### src/iss_pkg.sv
// Constants, register map and carrier types of the interrupt source steering block.
// Assumes one 50 MHz clock and a 32-bit classic Wishbone register bus.
package iss_pkg;

   // ==========================================================
   // Sizes
   localparam int NUM_SRC = 80;
   localparam int NUM_CH  = 4;
   localparam int XCE_NUM = 5;
   localparam int XCE_W   = 16;
   localparam int SEL_W   = 7;

   // ==========================================================
   // Register byte offsets
   localparam logic [7:0] OFF_SEL_BASE  = 8'h00;
   localparam logic [7:0] OFF_MODE_BASE = 8'h10;
   localparam logic [7:0] OFF_XCE_BASE  = 8'h20;
   localparam logic [7:0] OFF_XCE_GONE  = 8'h34;
   localparam logic [7:0] OFF_BSIZE     = 8'h38;
   localparam logic [7:0] OFF_STAT      = 8'h3c;
   localparam logic [7:0] OFF_MASK      = 8'h40;

   // ==========================================================
   // Channel mode field positions and reset values
   localparam int MODE_CAP_BIT  = 0;
   localparam int MODE_EN_BIT   = 1;
   localparam int MODE_LOW_BIT  = 2;
   localparam int MODE_HIGH_BIT = 3;
   localparam logic [31:0]      RST_BSIZE = 32'h0000_0000;
   localparam logic [XCE_W-1:0] RST_XCE   = 16'h0000;
   localparam logic [SEL_W-1:0] RST_SEL   = 7'h00;
   localparam logic [NUM_CH-1:0] RST_STAT = 4'h0;
   localparam logic [NUM_CH-1:0] RST_MASK = 4'h0;

   typedef struct packed {
      logic transfer_source_field_high;
      logic transfer_source_field_low;
      logic channel_transfer_enable;
      logic source_capture_bit;
   } iss_mode_type;

   localparam iss_mode_type RST_MODE = '0;

endpackage

### src/iss_chan_route.sv
// One channel of the steering block: source multiplexer and claim decode.
// Assumes sources are synchronous to clk_i.
`timescale 1ns/100ps
module iss_chan_route
   import iss_pkg::*;
(
   input  wire logic               clk_i,
   input  wire logic               rst_i,
   input  wire logic [NUM_SRC-1:0] src_i,
   input  wire logic [SEL_W-1:0]   sel_i,
   input  wire iss_mode_type       mode_i,
   output logic                    act_o,
   output logic [NUM_SRC-1:0]      claim_o
);

   // ==========================================================
   // Selection
   // Out-of-range selections pick no source rather than an unknown one.
   wire sel_ok   = ({25'h0, sel_i} < NUM_SRC);
   wire sel_src  = sel_ok & src_i[sel_i];
   wire on_chip  = mode_i.transfer_source_field_high &
                   ~mode_i.transfer_source_field_low &
                   mode_i.channel_transfer_enable;
   wire claiming = on_chip & mode_i.source_capture_bit & sel_ok;
   wire [NUM_SRC-1:0] one_hot = {{(NUM_SRC-1){1'b0}}, 1'b1} << sel_i;
   logic act_reg;

   assign claim_o = claiming ? one_hot : '0;
   assign act_o   = act_reg;

   always_ff @(posedge clk_i) begin
      if (rst_i) begin
         act_reg <= 1'b0;
      end else begin
         act_reg <= sel_src & on_chip;
      end
   end

   chk_chan_act: assert property (@(posedge clk_i) disable iff (rst_i)
      1 |=> act_o == $past(sel_ok && src_i[sel_i] && on_chip))
      else $error("Channel activation does not follow selected source.");

endmodule

### src/iss_top.sv
// Interrupt source steering: DMA claim, transfer controller and CPU routes.
// Assumes sources are level requests on clk_i and a classic Wishbone master.
`timescale 1ns/100ps
module iss_top
   import iss_pkg::*;
(
   input  wire logic               clk_i,
   input  wire logic               rst_i,
   input  wire logic               wb_cyc_i,
   input  wire logic               wb_stb_i,
   input  wire logic               wb_we_i,
   input  wire logic [7:0]         wb_adr_i,
   input  wire logic [3:0]         wb_sel_i,
   input  wire logic [31:0]        wb_dat_i,
   output logic [31:0]             wb_dat_o,
   output logic                    wb_ack_o,
   input  wire logic [NUM_SRC-1:0] src_irq_i,
   output logic [NUM_CH-1:0]       dma_req_o,
   output logic [NUM_SRC-1:0]      xfer_req_o,
   output logic [NUM_SRC-1:0]      cpu_req_o,
   output logic [31:0]             block_size_o,
   output logic                    irq_o
);

   // ==========================================================
   // Registers
   logic [SEL_W-1:0]   sel_reg  [NUM_CH];
   iss_mode_type       mode_reg [NUM_CH];
   logic [XCE_W-1:0]   xce_reg  [XCE_NUM];
   logic [31:0]        bsize_reg;
   logic [NUM_CH-1:0]  stat_reg;
   logic [NUM_CH-1:0]  mask_reg;
   logic [NUM_CH-1:0]  act_prev_reg;
   logic               ack_reg;
   logic [31:0]        rdat_reg;
   logic [NUM_SRC-1:0] xfer_reg;
   logic [NUM_SRC-1:0] cpu_reg;
   logic               irq_reg;

   // ==========================================================
   // Bus decode
   // Ack drops for a cycle after each answer, so a request held through ack is not taken twice.
   wire        req     = wb_cyc_i & wb_stb_i & ~ack_reg;
   wire        wr_go   = req & wb_we_i;
   wire [5:0]  word    = wb_adr_i[7:2];
   wire [31:0] wmask   = {{8{wb_sel_i[3]}}, {8{wb_sel_i[2]}},
                          {8{wb_sel_i[1]}}, {8{wb_sel_i[0]}}};
   wire [31:0] wr_bits = wb_dat_i & wmask;
   wire        hit_bsize = wb_adr_i == OFF_BSIZE;
   wire        hit_stat  = wb_adr_i == OFF_STAT;
   wire        hit_mask  = wb_adr_i == OFF_MASK;
   wire [5:0]  sel_w   = OFF_SEL_BASE[7:2];
   wire [5:0]  mode_w  = OFF_MODE_BASE[7:2];
   wire [5:0]  xce_w   = OFF_XCE_BASE[7:2];

   // ==========================================================
   // Per-channel routing
   wire [NUM_SRC-1:0] claim [NUM_CH];
   wire [NUM_CH-1:0]  act;
   logic [NUM_SRC-1:0] claim_all;
   wire [NUM_SRC-1:0]  en_flat;

   genvar g;
   generate
      for (g = 0; g < NUM_CH; g++) begin : g_ch
         iss_chan_route u_route (
            .clk_i   (clk_i),
            .rst_i   (rst_i),
            .src_i   (src_irq_i),
            .sel_i   (sel_reg[g]),
            .mode_i  (mode_reg[g]),
            .act_o   (act[g]),
            .claim_o (claim[g])
         );
         always_ff @(posedge clk_i) begin
            if (rst_i) begin
               sel_reg[g]  <= RST_SEL;
               mode_reg[g] <= RST_MODE;
            end else if (wr_go && word == sel_w + 6'(g)) begin
               sel_reg[g]  <= (sel_reg[g] & ~wmask[SEL_W-1:0]) | wr_bits[SEL_W-1:0];
            end else if (wr_go && word == mode_w + 6'(g)) begin
               mode_reg[g] <= (mode_reg[g] & ~wmask[3:0]) | wr_bits[3:0];
            end
         end
      end
      for (g = 0; g < XCE_NUM; g++) begin : g_xce
         always_ff @(posedge clk_i) begin
            if (rst_i) begin
               xce_reg[g] <= RST_XCE;
            end else if (wr_go && word == xce_w + 6'(g)) begin
               xce_reg[g] <= (xce_reg[g] & ~wmask[XCE_W-1:0]) | wr_bits[XCE_W-1:0];
            end
         end
         assign en_flat[g*XCE_W +: XCE_W] = xce_reg[g];
      end
   endgenerate

   always_comb begin
      claim_all = '0;
      for (int i = 0; i < NUM_CH; i++) begin
         claim_all = claim_all | claim[i];
      end
   end

   // A claimed source is masked before the split, so it can never reach either route.
   wire [NUM_SRC-1:0] free_src  = src_irq_i & ~claim_all;
   wire [NUM_SRC-1:0] xfer_next = free_src & en_flat;
   wire [NUM_SRC-1:0] cpu_next  = free_src & ~en_flat;

   // ==========================================================
   // Status, mask and interrupt
   // A new activation in the clearing cycle survives: set wins over clear.
   wire [NUM_CH-1:0] ev        = act & ~act_prev_reg;
   wire [NUM_CH-1:0] clr       = (wr_go && hit_stat) ? wr_bits[NUM_CH-1:0] : '0;
   wire [NUM_CH-1:0] stat_next = (stat_reg & ~clr) | ev;
   // The interrupt uses the next mask, so it follows a mask write with no extra cycle.
   wire [NUM_CH-1:0] mask_next = (wr_go && hit_mask) ?
                                 ((mask_reg & ~wmask[NUM_CH-1:0]) | wr_bits[NUM_CH-1:0]) :
                                 mask_reg;

   // ==========================================================
   // Read mux
   // Unmapped words, the removed sixth enable slot among them, read as zero.
   logic [31:0] rd_next;
   always_comb begin
      rd_next = 32'h0000_0000;
      if (word >= sel_w && word < sel_w + 6'(NUM_CH)) begin
         rd_next = {25'h0, sel_reg[word[1:0]]};
      end else if (word >= mode_w && word < mode_w + 6'(NUM_CH)) begin
         rd_next = {28'h0, mode_reg[word[1:0]]};
      end else if (word >= xce_w && word < xce_w + 6'(XCE_NUM)) begin
         rd_next = {16'h0, xce_reg[3'(word - xce_w)]};
      end else if (hit_bsize) begin
         rd_next = bsize_reg;
      end else if (hit_stat) begin
         rd_next = {28'h0, stat_reg};
      end else if (hit_mask) begin
         rd_next = {28'h0, mask_reg};
      end
   end

   always_ff @(posedge clk_i) begin
      if (rst_i) begin
         bsize_reg <= RST_BSIZE;
         mask_reg  <= RST_MASK;
      end else if (wr_go && hit_bsize) begin
         bsize_reg <= (bsize_reg & ~wmask) | wr_bits;
      end else if (wr_go && hit_mask) begin
         mask_reg  <= mask_next;
      end
   end

   always_ff @(posedge clk_i) begin
      if (rst_i) begin
         ack_reg      <= 1'b0;
         rdat_reg     <= 32'h0000_0000;
         stat_reg     <= RST_STAT;
         act_prev_reg <= '0;
         xfer_reg     <= '0;
         cpu_reg      <= '0;
         irq_reg      <= 1'b0;
      end else begin
         ack_reg      <= req;
         rdat_reg     <= req ? rd_next : 32'h0000_0000;
         stat_reg     <= stat_next;
         act_prev_reg <= act;
         xfer_reg     <= xfer_next;
         cpu_reg      <= cpu_next;
         irq_reg      <= |(stat_next & mask_next);
      end
   end

   assign wb_ack_o     = ack_reg;
   assign wb_dat_o     = rdat_reg;
   assign dma_req_o    = act;
   assign xfer_req_o   = xfer_reg;
   assign cpu_req_o    = cpu_reg;
   assign block_size_o = bsize_reg;
   assign irq_o        = irq_reg;

   // ==========================================================
   // Checks
   chk_claim_exclusive: assert property (@(posedge clk_i) disable iff (rst_i)
      1 |=> ((xfer_req_o | cpu_req_o) & $past(claim_all)) == '0)
      else $error("Claimed source leaked to transfer controller or CPU.");

   chk_cpu_route: assert property (@(posedge clk_i) disable iff (rst_i)
      1 |=> cpu_req_o == $past(src_irq_i & ~claim_all & ~en_flat))
      else $error("CPU route does not match unclaimed disabled sources.");

   chk_xfer_route: assert property (@(posedge clk_i) disable iff (rst_i)
      1 |=> xfer_req_o == $past(src_irq_i & ~claim_all & en_flat))
      else $error("Transfer route does not match unclaimed enabled sources.");

   chk_xce_gone_read: assert property (@(posedge clk_i) disable iff (rst_i)
      wb_ack_o && !wb_we_i && wb_adr_i == OFF_XCE_GONE |-> wb_dat_o == 32'h0000_0000)
      else $error("Removed enable register slot did not read zero.");

   chk_bsize_reset: assert property (@(posedge clk_i) disable iff (rst_i)
      $fell(rst_i) |-> bsize_reg == 32'h0000_0000)
      else $error("Block size register not zero after reset.");

   chk_route_split: assert property (@(posedge clk_i) disable iff (rst_i)
      1 |=> (xfer_req_o & cpu_req_o) == '0)
      else $error("Source driven on both routes.");

   chk_irq_level: assert property (@(posedge clk_i) disable iff (rst_i)
      irq_o == |(stat_reg & mask_reg))
      else $error("Interrupt output does not follow unmasked status.");

   chk_stat_set_wins: assert property (@(posedge clk_i) disable iff (rst_i)
      1 |=> ($past(ev) & ~stat_reg) == '0)
      else $error("Status bit lost an activation edge.");

   chk_ack_pulse: assert property (@(posedge clk_i) disable iff (rst_i)
      wb_ack_o |=> !wb_ack_o)
      else $error("Bus acknowledge stood longer than one cycle.");

endmodule

### config.mk
export PLATFORM = sky130hd
export DESIGN_NAME = iss_top
export DESIGN_NICKNAME = d
export VERILOG_FILES = /design/src/iss_pkg.sv /design/src/iss_chan_route.sv /design/src/iss_top.sv
export SDC_FILE = /design/constraint.sdc
export NUM_CORES = 1
export LEC_CHECK = 0
export BUFFER_PORTS_ARGS = -buffer_cell sky130_fd_sc_hd__buf_2
export CAP_MARGIN = 25
export CELL_PAD_IN_SITES_DETAIL_PLACEMENT = 1
export CELL_PAD_IN_SITES_GLOBAL_PLACEMENT = 1
export CORE_MARGIN = 2
export CORE_UTILIZATION = 43
export DETAILED_ROUTE_END_ITERATION = 12
export PLACE_DENSITY_LB_ADDON = 0.1
export SLEW_MARGIN = 30
export SYNTH_ARGS = -nofsm -noshare
export SYNTH_HDL_FRONTEND = slang
export SYNTH_SLANG_ARGS = --single-unit
### constraint.sdc
create_clock -name clk_i -period 3.5 [get_ports clk_i]
set_input_delay 0.175 -clock clk_i [delete_from_list [all_inputs] [get_ports clk_i]]
set_output_delay 0.175 -clock clk_i [all_outputs]
set_load 0.02 [all_outputs]
==> impl_metrics.json <==
{
  "status": "complete, no violations",
  "path_max_fanout": 17,
  "rrSetupSlack_ps": 420,
  "p_int_uw": 7460,
  "cp.arrival_ps": 3480,
  "synth.net_count": 2056,
  "syn_area_mm2": 0.0190,
  "die_h_um": 214,
  "place_inst": 2818,
  "ys_ff_latch": 366,
  "viasPerCell": 6.36,
  "rows": 76,
  "grt_pass1_vias": 19100,
  "path_clk_slew_ps": 60,
  "timing.fmax_mhz": 325,
  "maxCapViolCount": 0,
  "rsz0062_at_grt": "false",
  "setup_tns_ps": 0,
  "period_minus_slack_ps": 3080,
  "relSlewSlack_pct": 28.6,
  "ctsHtreeMaxLevel": 2,
  "finish.cell_count_without_fillers": 2942,
  "avgSynthCellArea_um2": 9.85,
  "hold_buffers": 50,
  "p_seq_share_pct": 45.6,
  "tritoncts": "built",
  "p_leak_uw": 0.00913,
  "yosys_warnings": 0,
  "die_area_mm2": 0.0458,
  "reg2reg_to": "g_ch[3].u_route.act_o$_SDFF_PP0_",
  "initial_utilization_pct": 43.8,
  "netlist_instances": 1927,
  "slew_viol_final": 0,
  "overflow": 0,
  "finalSetupViolCount": 0,
  "hold_viol_final": 0,
  "layout_commonest_cell": "buf_2",
  "clockPowerShare_pct": 41.9,
  "skew_ps": 25.5,
  "p_sw_uw": 2700,
  "routed_wirelength_um": 90300,
  "num_vias": 18700,
  "min_path_type": "primary input to flip-flop",
  "worstSkewPairLatency_ps": 580,
  "min_from": "wb_sel_i[2]",
  "grt_usage_pct": 38.3,
  "worst_slew_pin_slew_ps": 1070,
  "r2r_cells": 6,
  "gp_congestion": 1.04,
  "design.core.area_mm2": 0.0434,
  "antenna_found_initial": 1,
  "max-vdd-ir-drop_mv": 0.356,
  "powerDensity_mw_per_mm2": 434,
  "synth_edf_count": 124,
  "power_uw": 10200,
  "drt_iter0_drc": 2075,
  "critPathRequiredTime_ps": 3900,
  "crit_type": "flip-flop to flip-flop",
  "final_antenna_net_count": 0,
  "drive_gt1_share_pct": 26.9,
  "startpoint_type": "flip-flop",
  "drc": 0,
  "yosysSeqAreaShare_pct": 45.1,
  "dp_hpwl_um": 65600,
  "cts-root-buf": "clkbuf_16",
  "cts.path.max_buffers": 3,
  "post_cts_resized": 0,
  "post_cts.repair.setup_buffers": 0,
  "synth_flop_cell": "dfxtp_1",
  "synth_cell_types": 61,
  "wl_per_cell_um": 30.7,
  "clkSinkCount": 366,
  "io_buffers": 358,
  "numCtsBuffers": 40,
  "rr_startpoint": "sel_reg[3][2]$_SDFFCE_PN0P_",
  "grt_pass1_wl_um": 130000,
  "worstSetupEndpointType": "flip-flop",
  "io_pins": 359,
  "nets": 2454,
  "min_delay_path_depth": 3,
  "mostFrequentLayoutCells": "buf_2, dfxtp_1, nand2_1, nor2_1, a21oi_1",
  "p_sw_share_pct": 26.6,
  "area_delta_synth_final_pct": 23.3,
  "grt_max_degree": 58,
  "comb_power_share_pct": 12.5,
  "period_share_pct": 87.9,
  "fillers": 4988,
  "async_reset_ff_share_pct": 0,
  "dr.pass1.iters": 5,
  "die_w_um": 214
}
-- kinds of logic (layout without fill, tap and decap cells) --
kind of cell / Yosys count / in the layout / share of synthesized area, %
mux: 156 / 156 / 14.6
compound gates: 400 / 400 / 13.4
buf+inv: 177 / 606 / 3.97
flops: 366 / 366 / 45.1
other cells: 0 / 1 / 0
simple gates: 828 / 828 / 22.8
-- power groups by stage --
stage | logic, uW | clock network (uW) | registers, uW
6_report | 1270 | 4260 | 4630
5_1_grt | 1320 | 4460 | 4640
3_3_place_gp | 1180 | 0 | 4720
4_1_cts | 1240 | 4280 | 4630
3_5_place_dp | 1200 | 0 | 4720
2_1_floorplan | 605 | 0 | 4740
-- layout make-up --
class	instances	area (um2)	area share (%)
Sequential cell	366	8570	36.6
Clock buffer	59	1170	5.02
Clock inverter	14	134	0.572
Timing Repair Buffer	493	2960	12.6
Antenna cell	1	2.50	0.0107
Inverter	40	150	0.642
Tap cell	585	732	3.13
Multi-Input combinational cell	1384	9680	41.4
-- Yosys cell counts, types with 6 or more instances --
| library cell | n | share of area, % |
|---|---|---|
| a2111oi_0 | 8 | 0.37 |
| and2_1 | 65 | 2.1 |
| nor4b_1 | 24 | 1.1 |
| nand4b_1 | 9 | 0.42 |
| nand2b_1 | 103 | 3.4 |
| a22oi_1 | 9 | 0.36 |
| mux2_2 | 14 | 0.83 |
| nand3b_1 | 6 | 0.24 |
| nor2b_1 | 83 | 2.7 |
| buf_1 | 9 | 0.18 |
| o22ai_1 | 42 | 1.4 |
| o221ai_1 | 32 | 1.5 |
| mux4_2 | 96 | 11 |
| nor3_1 | 17 | 0.45 |
| nand3_1 | 68 | 1.8 |
| a211oi_1 | 21 | 0.83 |
| edfxtp_1 | 124 | 20 |
| nand4_1 | 7 | 0.23 |
| and3_1 | 29 | 0.96 |
| a21oi_1 | 143 | 3.8 |
| dfxtp_1 | 242 | 26 |
| o2111ai_1 | 29 | 1.3 |
| nor4_1 | 18 | 0.59 |
| o211ai_1 | 12 | 0.47 |
| inv_1 | 39 | 0.77 |
| buf_4 | 9 | 0.36 |
| a31oi_1 | 9 | 0.30 |
| mux2i_1 | 46 | 2.4 |
| buf_2 | 25 | 0.66 |
| o21ai_0 | 67 | 1.8 |
| nand2_1 | 221 | 4.4 |
| nor2_1 | 149 | 2.9 |
| clkbuf_1 | 90 | 1.8 |
-- critical path, stage by stage (launching register included) --
cell	delay, ps
edfxtp_1	1050
nor2b_1	260
a22oi_1	230
nand4b_1	110
o21ai_0	460
a221oi_1	150
a221oi_1	610
-- worst max path at each step --
stage / start / depth (start not counted) / slack, ps / endpoint
finish: sel_reg[3][2]$_SDFFCE_PN0P_ / 6 / 420 / g_ch[3].u_route.act_o$_SDFF_PP0_
global route: sel_reg[0][0]$_SDFFCE_PN0P_ / 7 / 340 / g_ch[0].u_route.act_o$_SDFF_PP0_
CTS: sel_reg[0][0]$_SDFFCE_PN0P_ / 7 / 520 / g_ch[0].u_route.act_o$_SDFF_PP0_
detailed placement: sel_reg[0][0]$_SDFFCE_PN0P_ / 7 / 550 / g_ch[0].u_route.act_o$_SDFF_PP0_
global placement: sel_reg[0][0]$_SDFFCE_PN0P_ / 7 / 530 / g_ch[0].u_route.act_o$_SDFF_PP0_
floorplan: wb_ack_o$_SDFF_PP0_ / 3 / 900 / xce_reg[0][0]$_SDFFCE_PN0P_
-- stage by stage --
stage                     instance area, um2  utilization [%]  worst slack [ps]  hold WS [ps]
after global placement                 21600             49.8               533           433
after floorplan                        19000                -               901           323
after detailed placement               21600             49.8               550           442
after CTS                              23400             54.0               524          7.30
after global routing                   23400             54.0               338          43.1
final                                  23400             54.0               422          51.3
-- metal layers --
metal  wire length (um)  track usage (%)  vias to the layer above
met5                  0                0                        -
met4               5290             19.8                        0
met3               7390             7.06                      289
met2              43200             64.4                     1111
met1              34500             47.2                     9410
li1                   -                -                     7910
Note: power is estimated with default switching activity, not from simulation.
